===== config.mk =====
export PLATFORM = sky130hd
export DESIGN_NAME = trip_voter_with_channel_bypass
export DESIGN_NICKNAME = d
export VERILOG_FILES = /design/src/hw/voter_pkg.sv /design/src/hw/dyn_checker.sv /design/src/hw/trip_voter_with_channel_bypass.sv
export SDC_FILE = /design/constraint.sdc
export NUM_CORES = 2
export LEC_CHECK = 0
export ABC_AREA = 1
export BUFFER_PORTS_ARGS = -buffer_cell sky130_fd_sc_hd__buf_2
export CAP_MARGIN = 40
export CORE_ASPECT_RATIO = 0.8
export CORE_MARGIN = 4
export CORE_UTILIZATION = 50
export DETAILED_ROUTE_END_ITERATION = 8
export HOLD_SLACK_MARGIN = 0.05
export PLACE_DENSITY = 0.73
export SETUP_SLACK_MARGIN = 0.05
export SYNTH_ARGS = -nofsm -noshare
export SYNTH_HDL_FRONTEND = slang
export SYNTH_SLANG_ARGS = --single-unit

===== constraint.sdc =====
create_clock -name clk -period 3.08 [get_ports clk]
set_input_delay 0 -clock clk [delete_from_list [all_inputs] [get_ports clk]]
set_output_delay 0 -clock clk [all_outputs]
set_load 0.03 [all_outputs]

===== src/hw/voter_pkg.sv =====
// Shared constants, types and helpers for the trip voter
package voter_pkg;

  localparam int NUM_MON = 4;
  localparam int NUM_VOTER = 4;
  localparam int VOTERS_PER_SYS = 2;
  localparam int BYP_LINES = NUM_MON + 1;
  localparam int BYP_NONE_POS = NUM_MON;
  localparam int HEALTH_W = 2 * NUM_MON + BYP_LINES;
  localparam int GAP_W = 16;

  localparam int CLK_MHZ = 200;
  // Dynamic line half-period window and feedback toggle half-period
  localparam int MIN_GAP_NS = 500;
  localparam int MAX_GAP_NS = 50000;
  localparam int FB_HALF_NS = 5000;
  // Least time rounds up, longest time rounds down
  localparam int MIN_GAP_CYC = (MIN_GAP_NS * CLK_MHZ + 999) / 1000;
  localparam int MAX_GAP_CYC = (MAX_GAP_NS * CLK_MHZ) / 1000;
  localparam int FB_HALF_CYC = (FB_HALF_NS * CLK_MHZ) / 1000;
  localparam int FB_CNT_W = 12;

  localparam logic [2:0] VOTE_HALF_LEVEL = 3'h1;
  localparam logic [2:0] VOTE_FULL_LEVEL = 3'h2;
  localparam logic [2:0] BYP_ONE = 3'h1;

  typedef struct packed {
    logic power;
    logic osc;
  } trip_line_t;

  typedef struct packed {
    logic half_trip;
    logic full_trip;
    logic bypass_on;
    logic [NUM_MON-1:0] bypass_mask;
    logic selector_fault;
  } voter_stat_t;

  function automatic logic [2:0] ones4(input logic [NUM_MON-1:0] v);
    logic [2:0] n;
    n = 3'h0;
    for (int i = 0; i < NUM_MON; i++)
    begin
      n = n + {2'h0, v[i]};
    end
    return n;
  endfunction

endpackage


===== src/hw/dyn_checker.sv =====
// Dynamic-encoding monitor for one incoming line
`timescale 1ns/1ps
`default_nettype none
module dyn_checker #(
  parameter int MIN_GAP = 100,
  parameter int MAX_GAP = 10000,
  parameter int GAP_W = 16
) (
  // Clock and reset
  input wire logic clk,
  input wire logic srst,
  // Line from outside the clock domain
  input wire logic line_in,
  // Line keeps toggling within the allowed window
  output logic alive
);

  localparam logic [GAP_W-1:0] MIN_L = GAP_W'(MIN_GAP - 1);
  localparam logic [GAP_W-1:0] MAX_L = GAP_W'(MAX_GAP);

  logic sync0_r;
  logic sync1_r;
  logic last_r;
  logic alive_r;
  logic alive_nxt;
  logic edge_seen;
  logic [GAP_W-1:0] gap_r;
  logic [GAP_W-1:0] gap_nxt;

  // Too-fast edges and stuck lines both drop alive; only a well-spaced edge raises it
  always_comb
  begin
    edge_seen = sync1_r ^ last_r;
    gap_nxt = gap_r;
    alive_nxt = alive_r;
    if (edge_seen)
    begin
      gap_nxt = '0;
      alive_nxt = (gap_r >= MIN_L);
    end
    else if (gap_r >= MAX_L)
    begin
      alive_nxt = 1'b0;
    end
    else
    begin
      gap_nxt = gap_r + 1'b1;
    end
  end

  // Gap starts saturated so the first good edge after reset is accepted
  always_ff @(posedge clk)
  begin
    if (srst)
    begin
      sync0_r <= 1'b0;
      sync1_r <= 1'b0;
      last_r <= 1'b0;
      gap_r <= MAX_L;
      alive_r <= 1'b0;
    end
    else
    begin
      sync0_r <= line_in;
      sync1_r <= sync0_r;
      last_r <= sync1_r;
      gap_r <= gap_nxt;
      alive_r <= alive_nxt;
    end
  end

  assign alive = alive_r;

endmodule
`default_nettype wire


===== src/hw/trip_voter_with_channel_bypass.sv =====
// Four independent voter channels with single-channel bypass
//
// Behaviour
// - Bypass from one exclusive selector, at most one
// - Every voter checks inputs and bypass independently
// - Bypassed channel removed from both trip functions
// - With bypass, remaining three vote two-of-three
// - Only one monitor bypassable, voters never bypassable
// - Single trip gives half-trip, no trip outputs
// - Two trips give full trip in all voters
// - Dynamic inputs; two-of-four without bypass
// - Voters watch input dynamic encoding at all times
// - Voter outputs looped back to one monitor
`timescale 1ns/1ps
`default_nettype none
module trip_voter_with_channel_bypass #(
  parameter int MIN_GAP_CYCLES = voter_pkg::MIN_GAP_CYC,
  parameter int MAX_GAP_CYCLES = voter_pkg::MAX_GAP_CYC,
  parameter int FB_HALF_CYCLES = voter_pkg::FB_HALF_CYC
) (
  // Clock and reset
  input wire logic clk,
  input wire logic srst,
  // Dynamic trip lines from the average_power_channel / oscillation_trip_channel units
  input wire voter_pkg::trip_line_t [voter_pkg::NUM_MON-1:0] mon_dyn,
  // Dynamic selector lines, top bit is the no-bypass position
  input wire logic [voter_pkg::BYP_LINES-1:0] byp_dyn,
  // Trip inputs to protection_trip_system A and B
  output wire logic [voter_pkg::VOTERS_PER_SYS-1:0] pts_a_trip,
  output wire logic [voter_pkg::VOTERS_PER_SYS-1:0] pts_b_trip,
  // Per-voter status and line health
  output wire voter_pkg::voter_stat_t [voter_pkg::NUM_VOTER-1:0] voter_stat,
  output wire logic [voter_pkg::NUM_VOTER-1:0][voter_pkg::HEALTH_W-1:0] line_ok,
  // Closed-loop feedback toward monitoring channel zero
  output wire logic [voter_pkg::NUM_VOTER-1:0] fb_dyn
);

  localparam int NM = voter_pkg::NUM_MON;
  localparam int NV = voter_pkg::NUM_VOTER;
  localparam int NB = voter_pkg::BYP_LINES;
  localparam int PER = voter_pkg::VOTERS_PER_SYS;
  localparam logic [voter_pkg::FB_CNT_W-1:0] FB_LAST =
    voter_pkg::FB_CNT_W'(FB_HALF_CYCLES - 1);

  logic [NV-1:0][NM-1:0] pwr_ok;
  logic [NV-1:0][NM-1:0] osc_ok;
  logic [NV-1:0][NB-1:0] byp_ok;
  logic [NV-1:0] full_trip;

  // Shared feedback rate divider; only paces the loopback toggle
  logic [voter_pkg::FB_CNT_W-1:0] fb_cnt_r;
  logic [voter_pkg::FB_CNT_W-1:0] fb_cnt_nxt;
  logic fb_en;

  always_comb
  begin
    fb_en = (fb_cnt_r == FB_LAST);
    fb_cnt_nxt = fb_en ? '0 : fb_cnt_r + 1'b1;
  end

  always_ff @(posedge clk)
  begin
    if (srst)
    begin
      fb_cnt_r <= '0;
    end
    else
    begin
      fb_cnt_r <= fb_cnt_nxt;
    end
  end

  // Each voter owns its own checkers, so one bad synchroniser or checker
  // cannot bypass a channel in the other voters
  for (genvar v = 0; v < NV; v++)
  begin : g_voter
    logic [NM-1:0] ch_dead;
    logic [NM-1:0] byp_mask;
    logic [NM-1:0] votes;
    logic [2:0] vote_cnt;
    logic [2:0] byp_cnt;
    logic byp_valid;
    logic sel_fault;
    voter_pkg::voter_stat_t stat_r;
    voter_pkg::voter_stat_t stat_nxt;
    logic [voter_pkg::HEALTH_W-1:0] health_r;
    logic [voter_pkg::HEALTH_W-1:0] health_nxt;
    logic fb_r;
    logic fb_nxt;

    for (genvar m = 0; m < NM; m++)
    begin : g_mon
      dyn_checker #(
        .MIN_GAP(MIN_GAP_CYCLES),
        .MAX_GAP(MAX_GAP_CYCLES),
        .GAP_W(voter_pkg::GAP_W)
      ) u_pwr (
        .clk(clk),
        .srst(srst),
        .line_in(mon_dyn[m].power),
        .alive(pwr_ok[v][m])
      );

      dyn_checker #(
        .MIN_GAP(MIN_GAP_CYCLES),
        .MAX_GAP(MAX_GAP_CYCLES),
        .GAP_W(voter_pkg::GAP_W)
      ) u_osc (
        .clk(clk),
        .srst(srst),
        .line_in(mon_dyn[m].osc),
        .alive(osc_ok[v][m])
      );
    end

    for (genvar b = 0; b < NB; b++)
    begin : g_byp
      dyn_checker #(
        .MIN_GAP(MIN_GAP_CYCLES),
        .MAX_GAP(MAX_GAP_CYCLES),
        .GAP_W(voter_pkg::GAP_W)
      ) u_sel (
        .clk(clk),
        .srst(srst),
        .line_in(byp_dyn[b]),
        .alive(byp_ok[v][b])
      );
    end

    always_comb
    begin
      // Exactly one live position must be seen; anything else means no bypass
      byp_cnt = voter_pkg::ones4(byp_ok[v][NM-1:0]);
      byp_valid = (byp_cnt == voter_pkg::BYP_ONE) &&
                  !byp_ok[v][voter_pkg::BYP_NONE_POS];
      sel_fault = !(byp_valid ||
                    ((byp_cnt == 3'h0) && byp_ok[v][voter_pkg::BYP_NONE_POS]));
      byp_mask = byp_valid ? byp_ok[v][NM-1:0] : '0;
      // A quiet line is read as a trip, so loss of signal fails safe
      ch_dead = ~pwr_ok[v] | ~osc_ok[v];
      votes = ch_dead & ~byp_mask;
      vote_cnt = voter_pkg::ones4(votes);
      // Same threshold covers two-of-four and, with one masked, two-of-three
      stat_nxt.full_trip = (vote_cnt >= voter_pkg::VOTE_FULL_LEVEL);
      stat_nxt.half_trip = (vote_cnt == voter_pkg::VOTE_HALF_LEVEL);
      stat_nxt.bypass_on = byp_valid;
      stat_nxt.bypass_mask = byp_mask;
      stat_nxt.selector_fault = sel_fault;
      health_nxt = {byp_ok[v], osc_ok[v], pwr_ok[v]};
      // Loopback stops toggling once the voter trips, which the monitor detects
      fb_nxt = fb_r;
      if (fb_en && !stat_r.full_trip)
      begin
        fb_nxt = !fb_r;
      end
    end

    always_ff @(posedge clk)
    begin
      if (srst)
      begin
        stat_r <= '0;
        health_r <= '0;
        fb_r <= 1'b0;
      end
      else
      begin
        stat_r <= stat_nxt;
        health_r <= health_nxt;
        fb_r <= fb_nxt;
      end
    end

    assign full_trip[v] = stat_r.full_trip;
    assign voter_stat[v] = stat_r;
    assign line_ok[v] = health_r;
    assign fb_dyn[v] = fb_r;
  end

  // Voters 0..1 feed system A, voters 2..3 feed system B; a half-trip drives neither
  assign pts_a_trip = full_trip[PER-1:0];
  assign pts_b_trip = full_trip[NV-1:PER];

endmodule
`default_nettype wire


Yosys cells after proc, flatten, opt, wreduce, memory -nomap -nowiden

Cells that the tools add are included.

Word-level logic and storage cells: 817
Output and inout port bits: 92
Bits in registers: 1023
Input port bits: 15

Multiplexer cells: 212
Reductions and logical operators: 102
$add $sub $neg: 77
Equal/unequal tests: 61
Bitwise logic cells: 33
Magnitude comparators: 108

Operators by type and width:

| kind                                                                | count |
|---|---|
| 2-to-1 mux 14 bit                                                   | 104 |
| adder 16 x 1 -> 16 bit, second input constant                       | 52 |
| greater-or-equal comparator 16 x 14 -> 1 bit, second input constant | 52 |
| greater-or-equal comparator 16 x 7 -> 1 bit, second input constant  | 52 |
| 2-to-1 mux 1 bit                                                    | 104 |
| nonzero test 2 bit                                                  | 52 |
| inequality test 2 bit, second input constant                        | 39 |
| inverter 4 bit                                                      | 12 |
| OR reduction 2 bit                                                  | 14 |
| inequality test 2 x 1 -> 1 bit, second input constant               | 13 |
| adder 2 x 1 -> 3 bit                                                | 8 |
| adder 3 x 1 -> 3 bit                                                | 8 |
| == test 3 x 1 -> 1 bit, second input constant                       | 8 |
| adder 1 x 1 -> 2 bit                                                | 8 |
| bitwise AND 4 bit                                                   | 4 |
| zero test 1 bit                                                     | 16 |
| 2-to-1 mux 4 bit                                                    | 4 |
| bitwise OR 4 bit                                                    | 4 |
| bitwise XOR 1 bit                                                   | 13 |
| adder 12 x 1 -> 12 bit, second input constant                       | 1 |
| == test 12 x 10 -> 1 bit, second input constant                     | 1 |
| greater-or-equal comparator 3 x 2 -> 1 bit, second input constant   | 4 |
| logical AND 1 bit                                                   | 12 |
| zero test 3 bit                                                     | 4 |
| logical OR 1 bit                                                    | 4 |

Longest topological paths before layout

Depth after elaboration: 12
Mapped depth: 15
Depth with buffers taken out: 15

Modules after synthesis

Synthesis repeated with hierarchy kept, for this count alone.

Cell total of the unflattened synthesis: 9228
Area, all modules: 62967.9 um^2

Modules (own cells, without submodules):

| module                         | times used | area an instance (um^2) | sequential area each (um^2) | cells each |
|---|---|---|---|---|
| dyn_checker                    | 52         | 1136.1                  | 400.4                       | 169 |
| trip_voter_with_channel_bypass | 1          | 3891.2                  | 2001.9                      | 440 |

Worst setup path before layout

Ideal clock, no wire load.

Path kind: reg2reg
Start point: reg g_voter[0].g_byp[0].u_sel.alive_r
End point: reg g_voter[0].stat_r (netlist bit voter_stat[7])
Setup time: 0.092 ns
Arrival time: 3.223 ns
Path buffers: 0
Stages on the path, launching flop included: 15
Slack: -0.235 ns
Cell sequence: dfxtp_1 > inv_1 > fa_1 > inv_1 > ha_1 > ha_1 > nor3_1 > clkinv_1 > o22ai_1 > fa_1 > inv_1 > ha_1 > inv_1 > ha_1 > nor4_1

Word-level cells in the longest chain between the ends: 12

RTL lines:

| item                     | RTL line                              | text |
|---|---|---|
| start, declared          | dyn_checker.sv:24                     | `logic alive_r;` |
| start signal, assigned   | dyn_checker.sv:68                     | `alive_r <= alive_nxt;` |
| adder 1 x 1 -> 2 bit     | voter_pkg.sv:45                       | `n = n + {2'h0, v[i]};` |
| adder 2 x 1 -> 3 bit     | voter_pkg.sv:45                       |  |
| adder 3 x 1 -> 3 bit     | voter_pkg.sv:45                       |  |
| == test 3 x 1 -> 1 bit   | trip_voter_with_channel_bypass.sv:134 | `byp_valid = (byp_cnt == voter_pkg::BYP_ONE) &&` |
| logical AND 1 bit        | trip_voter_with_channel_bypass.sv:134 |  |
| 2-to-1 mux 4 bit *       | trip_voter_with_channel_bypass.sv:138 | `byp_mask = byp_valid ? byp_ok[v][NM-1:0] : '0;` |
| inverter 4 bit *         | trip_voter_with_channel_bypass.sv:141 | `votes = ch_dead & ~byp_mask;` |
| bitwise AND 4 bit *      | trip_voter_with_channel_bypass.sv:141 |  |
| adder 1 x 1 -> 2 bit     | voter_pkg.sv:45                       |  |
| adder 2 x 1 -> 3 bit     | voter_pkg.sv:45                       |  |
| adder 3 x 1 -> 3 bit *   | voter_pkg.sv:45                       |  |
| == test 3 x 1 -> 1 bit * | trip_voter_with_channel_bypass.sv:145 | `stat_nxt.half_trip = (vote_cnt == voter_pkg::VOTE_HALF_LEVEL);` |
| end signal, assigned     | trip_voter_with_channel_bypass.sv:168 | `stat_r <= stat_nxt;` |
| end, declared            | trip_voter_with_channel_bypass.sv:84  | `voter_pkg::voter_stat_t stat_r;` |

Mark *: on every way between the ends. The rest lies on a longest branch, timed or not.
A chain may end at the register's enable or synchronous reset.

Worst setup path in the final report

Start point: reg g_voter[0].g_byp[3].u_sel.alive_r
End point: reg g_voter[0].stat_r (netlist bit pts_a_trip[0])

Word-level cells in the longest chain between the ends: 10

RTL lines:

| item                                         | RTL line                              | text |
|---|---|---|
| start, declared                              | dyn_checker.sv:24                     |  |
| start signal, assigned                       | dyn_checker.sv:68                     |  |
| adder 3 x 1 -> 3 bit                         | voter_pkg.sv:45                       |  |
| == test 3 x 1 -> 1 bit                       | trip_voter_with_channel_bypass.sv:134 |  |
| logical AND 1 bit                            | trip_voter_with_channel_bypass.sv:134 |  |
| 2-to-1 mux 4 bit *                           | trip_voter_with_channel_bypass.sv:138 |  |
| inverter 4 bit *                             | trip_voter_with_channel_bypass.sv:141 |  |
| bitwise AND 4 bit *                          | trip_voter_with_channel_bypass.sv:141 |  |
| adder 1 x 1 -> 2 bit                         | voter_pkg.sv:45                       |  |
| adder 2 x 1 -> 3 bit                         | voter_pkg.sv:45                       |  |
| adder 3 x 1 -> 3 bit *                       | voter_pkg.sv:45                       |  |
| greater-or-equal comparator 3 x 2 -> 1 bit * | trip_voter_with_channel_bypass.sv:144 | `stat_nxt.full_trip = (vote_cnt >= voter_pkg::VOTE_FULL_LEVEL);` |

Marked as above.

==> metrics.cfg <==
[run_status]
outcome = complete, but fails checks
violations = negative setup slack

[yosys]
netlist_top_cells_area = dfxtp_1, nand2_1, nor2_1
yosysSeqAreaShare_pct = 37.0
synth-seq-cells = 1023
postSynthAreaPerCell_um2 = 6.50
synth_warnings = 0
async_flop_share_pct = 0
synth_edf_count = 0
syn-instance-count = 8514
yosys.area.top_type = dfxtp_1
syn_nets = 8662
synth_top_area_share_pct = 37.0
yosys.cell_types.count = 50
synth_area_um2 = 55300
synthFlopType = dfxtp_1

[cells_and_area]
nets = 8749
fill_cells = 10400
final_cell_area_um2 = 61700
drive_gt1_share_pct = 7.13
mostFrequentLayoutCells = nand2_1, nor2_1, dfxtp_1, inv_1, nand3_1
syn2layout_area_growth_pct = 11.5
final_common_cell = nand2_1
ff_latch_area_um2 = 20500
multi_input_area_um2 = 30600

[grt]
track_usage_pct = 24.2
grt_max_degree = 73
overflow = 0
grt_pass1_wl_um = 239000
antenna_found_initial = 6
grt_pass1_vias = 47800

[place]
dp_hpwl_um = 104000
place.gp.congestion = 0.950
placed_cell_area_um2 = 57000
io_buffers = 106

[job]
cap_violations = 0

[cts]
cts_tree = yes
clock_latency_ps = 720
ctsHtreeMaxLevel = 3
numCtsBuffers = 108
clockRootBuffer = clkbuf_16
cts_sinks = 1023
max-clock-path-buffers = 3
clk_pin_slew_ps = 70

[worst_setup_path]
crit_path_end_kind = flip-flop
worstPathMaxFanout = 5
crit_family = adder cells
path_class = reg -> reg
slowest_delay_ps = 570
path_cells = inv_2, fa_1, inv_2, ha_4, ha_4, nor3_4, clkinv_4, o22ai_4, fa_1, inv_2, ha_4, inv_4, ha_4, nand3b_1, a21oi_1
critical_path_arrival_ps = 3820
cp.buffers_inverters = 5
required_ps = 3730
cp_slowest_cell = fa_1
cpMostUsedCell = ha_4
critPathLaunchType = flip-flop

[timing]
setup_viol = 2
period_share_pct = 103
rsz0062_at_grt = yes
skew_ps = 26.9
setup_ws_ps = -94.7
fmax_mhz = 315
hold_viol_final = 0
min_period_ps = 3170
maxSlewHeadroom_pct = 41.6
worstMarginPinSlew_ps = 876
maxSlewViolCount = 0

[pwr]
p_leak_nw = 25.5
powerDensity_nw_per_um2 = 722
peakVddDrop_mv = 0.457
finalPower_mw = 44.5

[floorplanning]
ios = 107
fp-row-count = 108
dieArea_um2 = 116000
start_util_pct = 50.7
die_h_um = 305
core_area_um2 = 109000
die_x_um = 380

[detailed_routing]
vias_per_cell = 5.36
ant_nets = 0
via_count = 54200
drc = 0
drt_iter0_drc = 5106
routed_wirelength_um = 146000
wl_per_cell_um = 14.4
drtPass1Iterations = 8

[hold_path]
hold_class = in -> reg

worst register-to-register path, cell delays in order, from the launching register on:
cell and delay, ps:
dfxtp_2 320, inv_2 40, fa_1 570, inv_2 50, ha_4 160, ha_4 220
nor3_4 220, clkinv_4 140, o22ai_4 160, fa_1 450, inv_2 80, ha_4 140
inv_4 40, ha_4 270, nand3b_1 90, a21oi_1 150
kinds of logic (layout without fill, tap and decap cells):
group                      count (synthesis)  in the layout  synth area share [%]
other                                      0              3                     0
xor gates and xnor gates                 181            181                  3.04
AOI/OAI and AO/OA                        764            764                  7.45
and+or+nand+nor                         5283           5283                  40.9
DFF                                     1023           1023                  37.0
adders and majority gates                133            133                  3.12
buffers and inverters                   1130           1306                  8.45
power by group:
part	total, mW	internal, mW	leakage, nW	switching (mW)
sequential	17.7	15.2	8.37	2.50
clock	14.3	8.59	1.93	5.68
combinational	12.6	4.03	15.2	8.57
total	44.5	27.8	25.5	16.8
worst paths after layout:
| kind | start | end | slack (ps) | cells past startpoint |
|---|---|---|---|---|
| max | g_voter[0].g_byp[3].u_sel.alive$_SDFFE_PP0P_ | pts_a_trip[0]$_SDFF_PP0_ | -90 | 15 |
| min | mon_dyn[6] | g_voter[2].g_mon[3].u_osc.sync0_r$_SDFF_PP0_ | 90 | 4 |
| max reg2reg | g_voter[0].g_byp[3].u_sel.alive$_SDFFE_PP0P_ | pts_a_trip[0]$_SDFF_PP0_ | -90 | 15 |
| min reg2reg | g_voter[2].g_mon[2].u_osc.sync0_r$_SDFF_PP0_ | g_voter[2].g_mon[2].u_osc.sync1_r$_SDFF_PP0_ | 400 | 2 |
repair_timing:
action	in CTS	in global routing
pin swaps	29	21
setup endpoints to repair	8	8
resized for setup	31	25
hold buffers	31	0
buffers inserted	12	2
endpoints found under the hold margin	97	0
per-stage QoR:
| step | cells | hold WS [ps] | TNS (ps) | util [%] | setup WS [ps] |
|---|---|---|---|---|---|
| finish | 10100 | 87.6 | -157 | 56.5 | -94.7 |
| global route | 10100 | 79.6 | -622 | 56.5 | -203 |
| CTS | 10100 | 53.3 | -165 | 56.4 | -59.8 |
| detailed placement | 9877 | 209 | -587 | 52.2 | -131 |
| global placement | 9873 | 203 | -35.0 | 52.2 | -24.5 |
| floorplan | 8514 | 107 | 0 | - | 52.5 |
Yosys cell counts (36+ instances only):
cell type / count
nand3_1: 728
nand2_1: 2432
xnor2_1: 58
xor2_1: 113
clkbuf_1: 37
nand2_2: 36
nand3b_1: 38
o21ai_0: 153
ha_1: 125
nor3_1: 171
inv_2: 39
inv_1: 842
a21oi_1: 475
buf_4: 44
dfxtp_1: 1023
buf_2: 138
o21bai_1: 55
nor2_1: 1335
nand4_1: 434
per-layer routing:
| metal | routed length [um] | global-route usage [%] | vias up | part of all wire (%) |
|---|---|---|---|---|
| li1 | - | - | 27700 | - |
| met1 | 71800 | 36.2 | 24700 | 49 |
| met2 | 58400 | 35.1 | 1570 | 40 |
| met3 | 12700 | 5.55 | 199 | 8.7 |
| met4 | 3010 | 5.63 | 0 | 2.1 |
| met5 | 0 | 0 | - | 0 |
final cells by class:
| class | count | area share (%) |
|---|---|---|
| Antenna cell | 3 | 0.0122 |
| Clock buffer | 143 | 5.09 |
| Clock inverter | 56 | 1.29 |
| Inverter | 890 | 5.46 |
| Multi-Input combinational cell | 6361 | 49.7 |
| Sequential cell | 1023 | 33.2 |
| Tap cell | 1430 | 2.90 |
| Timing Repair Buffer | 217 | 2.37 |
registers in the layout (all words and copies together) (netlist names), 12 cells and up:
register / cells
g_voter.g_mon.u_osc.alive: 16
g_voter.g_mon.u_pwr.alive: 16
g_voter.g_byp.u_sel.gap_r: 320
g_voter.health_r: 52
fb_cnt_r: 12
voter_stat: 28
g_voter.g_mon.u_osc.gap_r: 256
g_voter.g_byp.u_sel.alive: 20
g_voter.g_mon.u_pwr.gap_r: 256
Power figures use the tool's default switching activity.
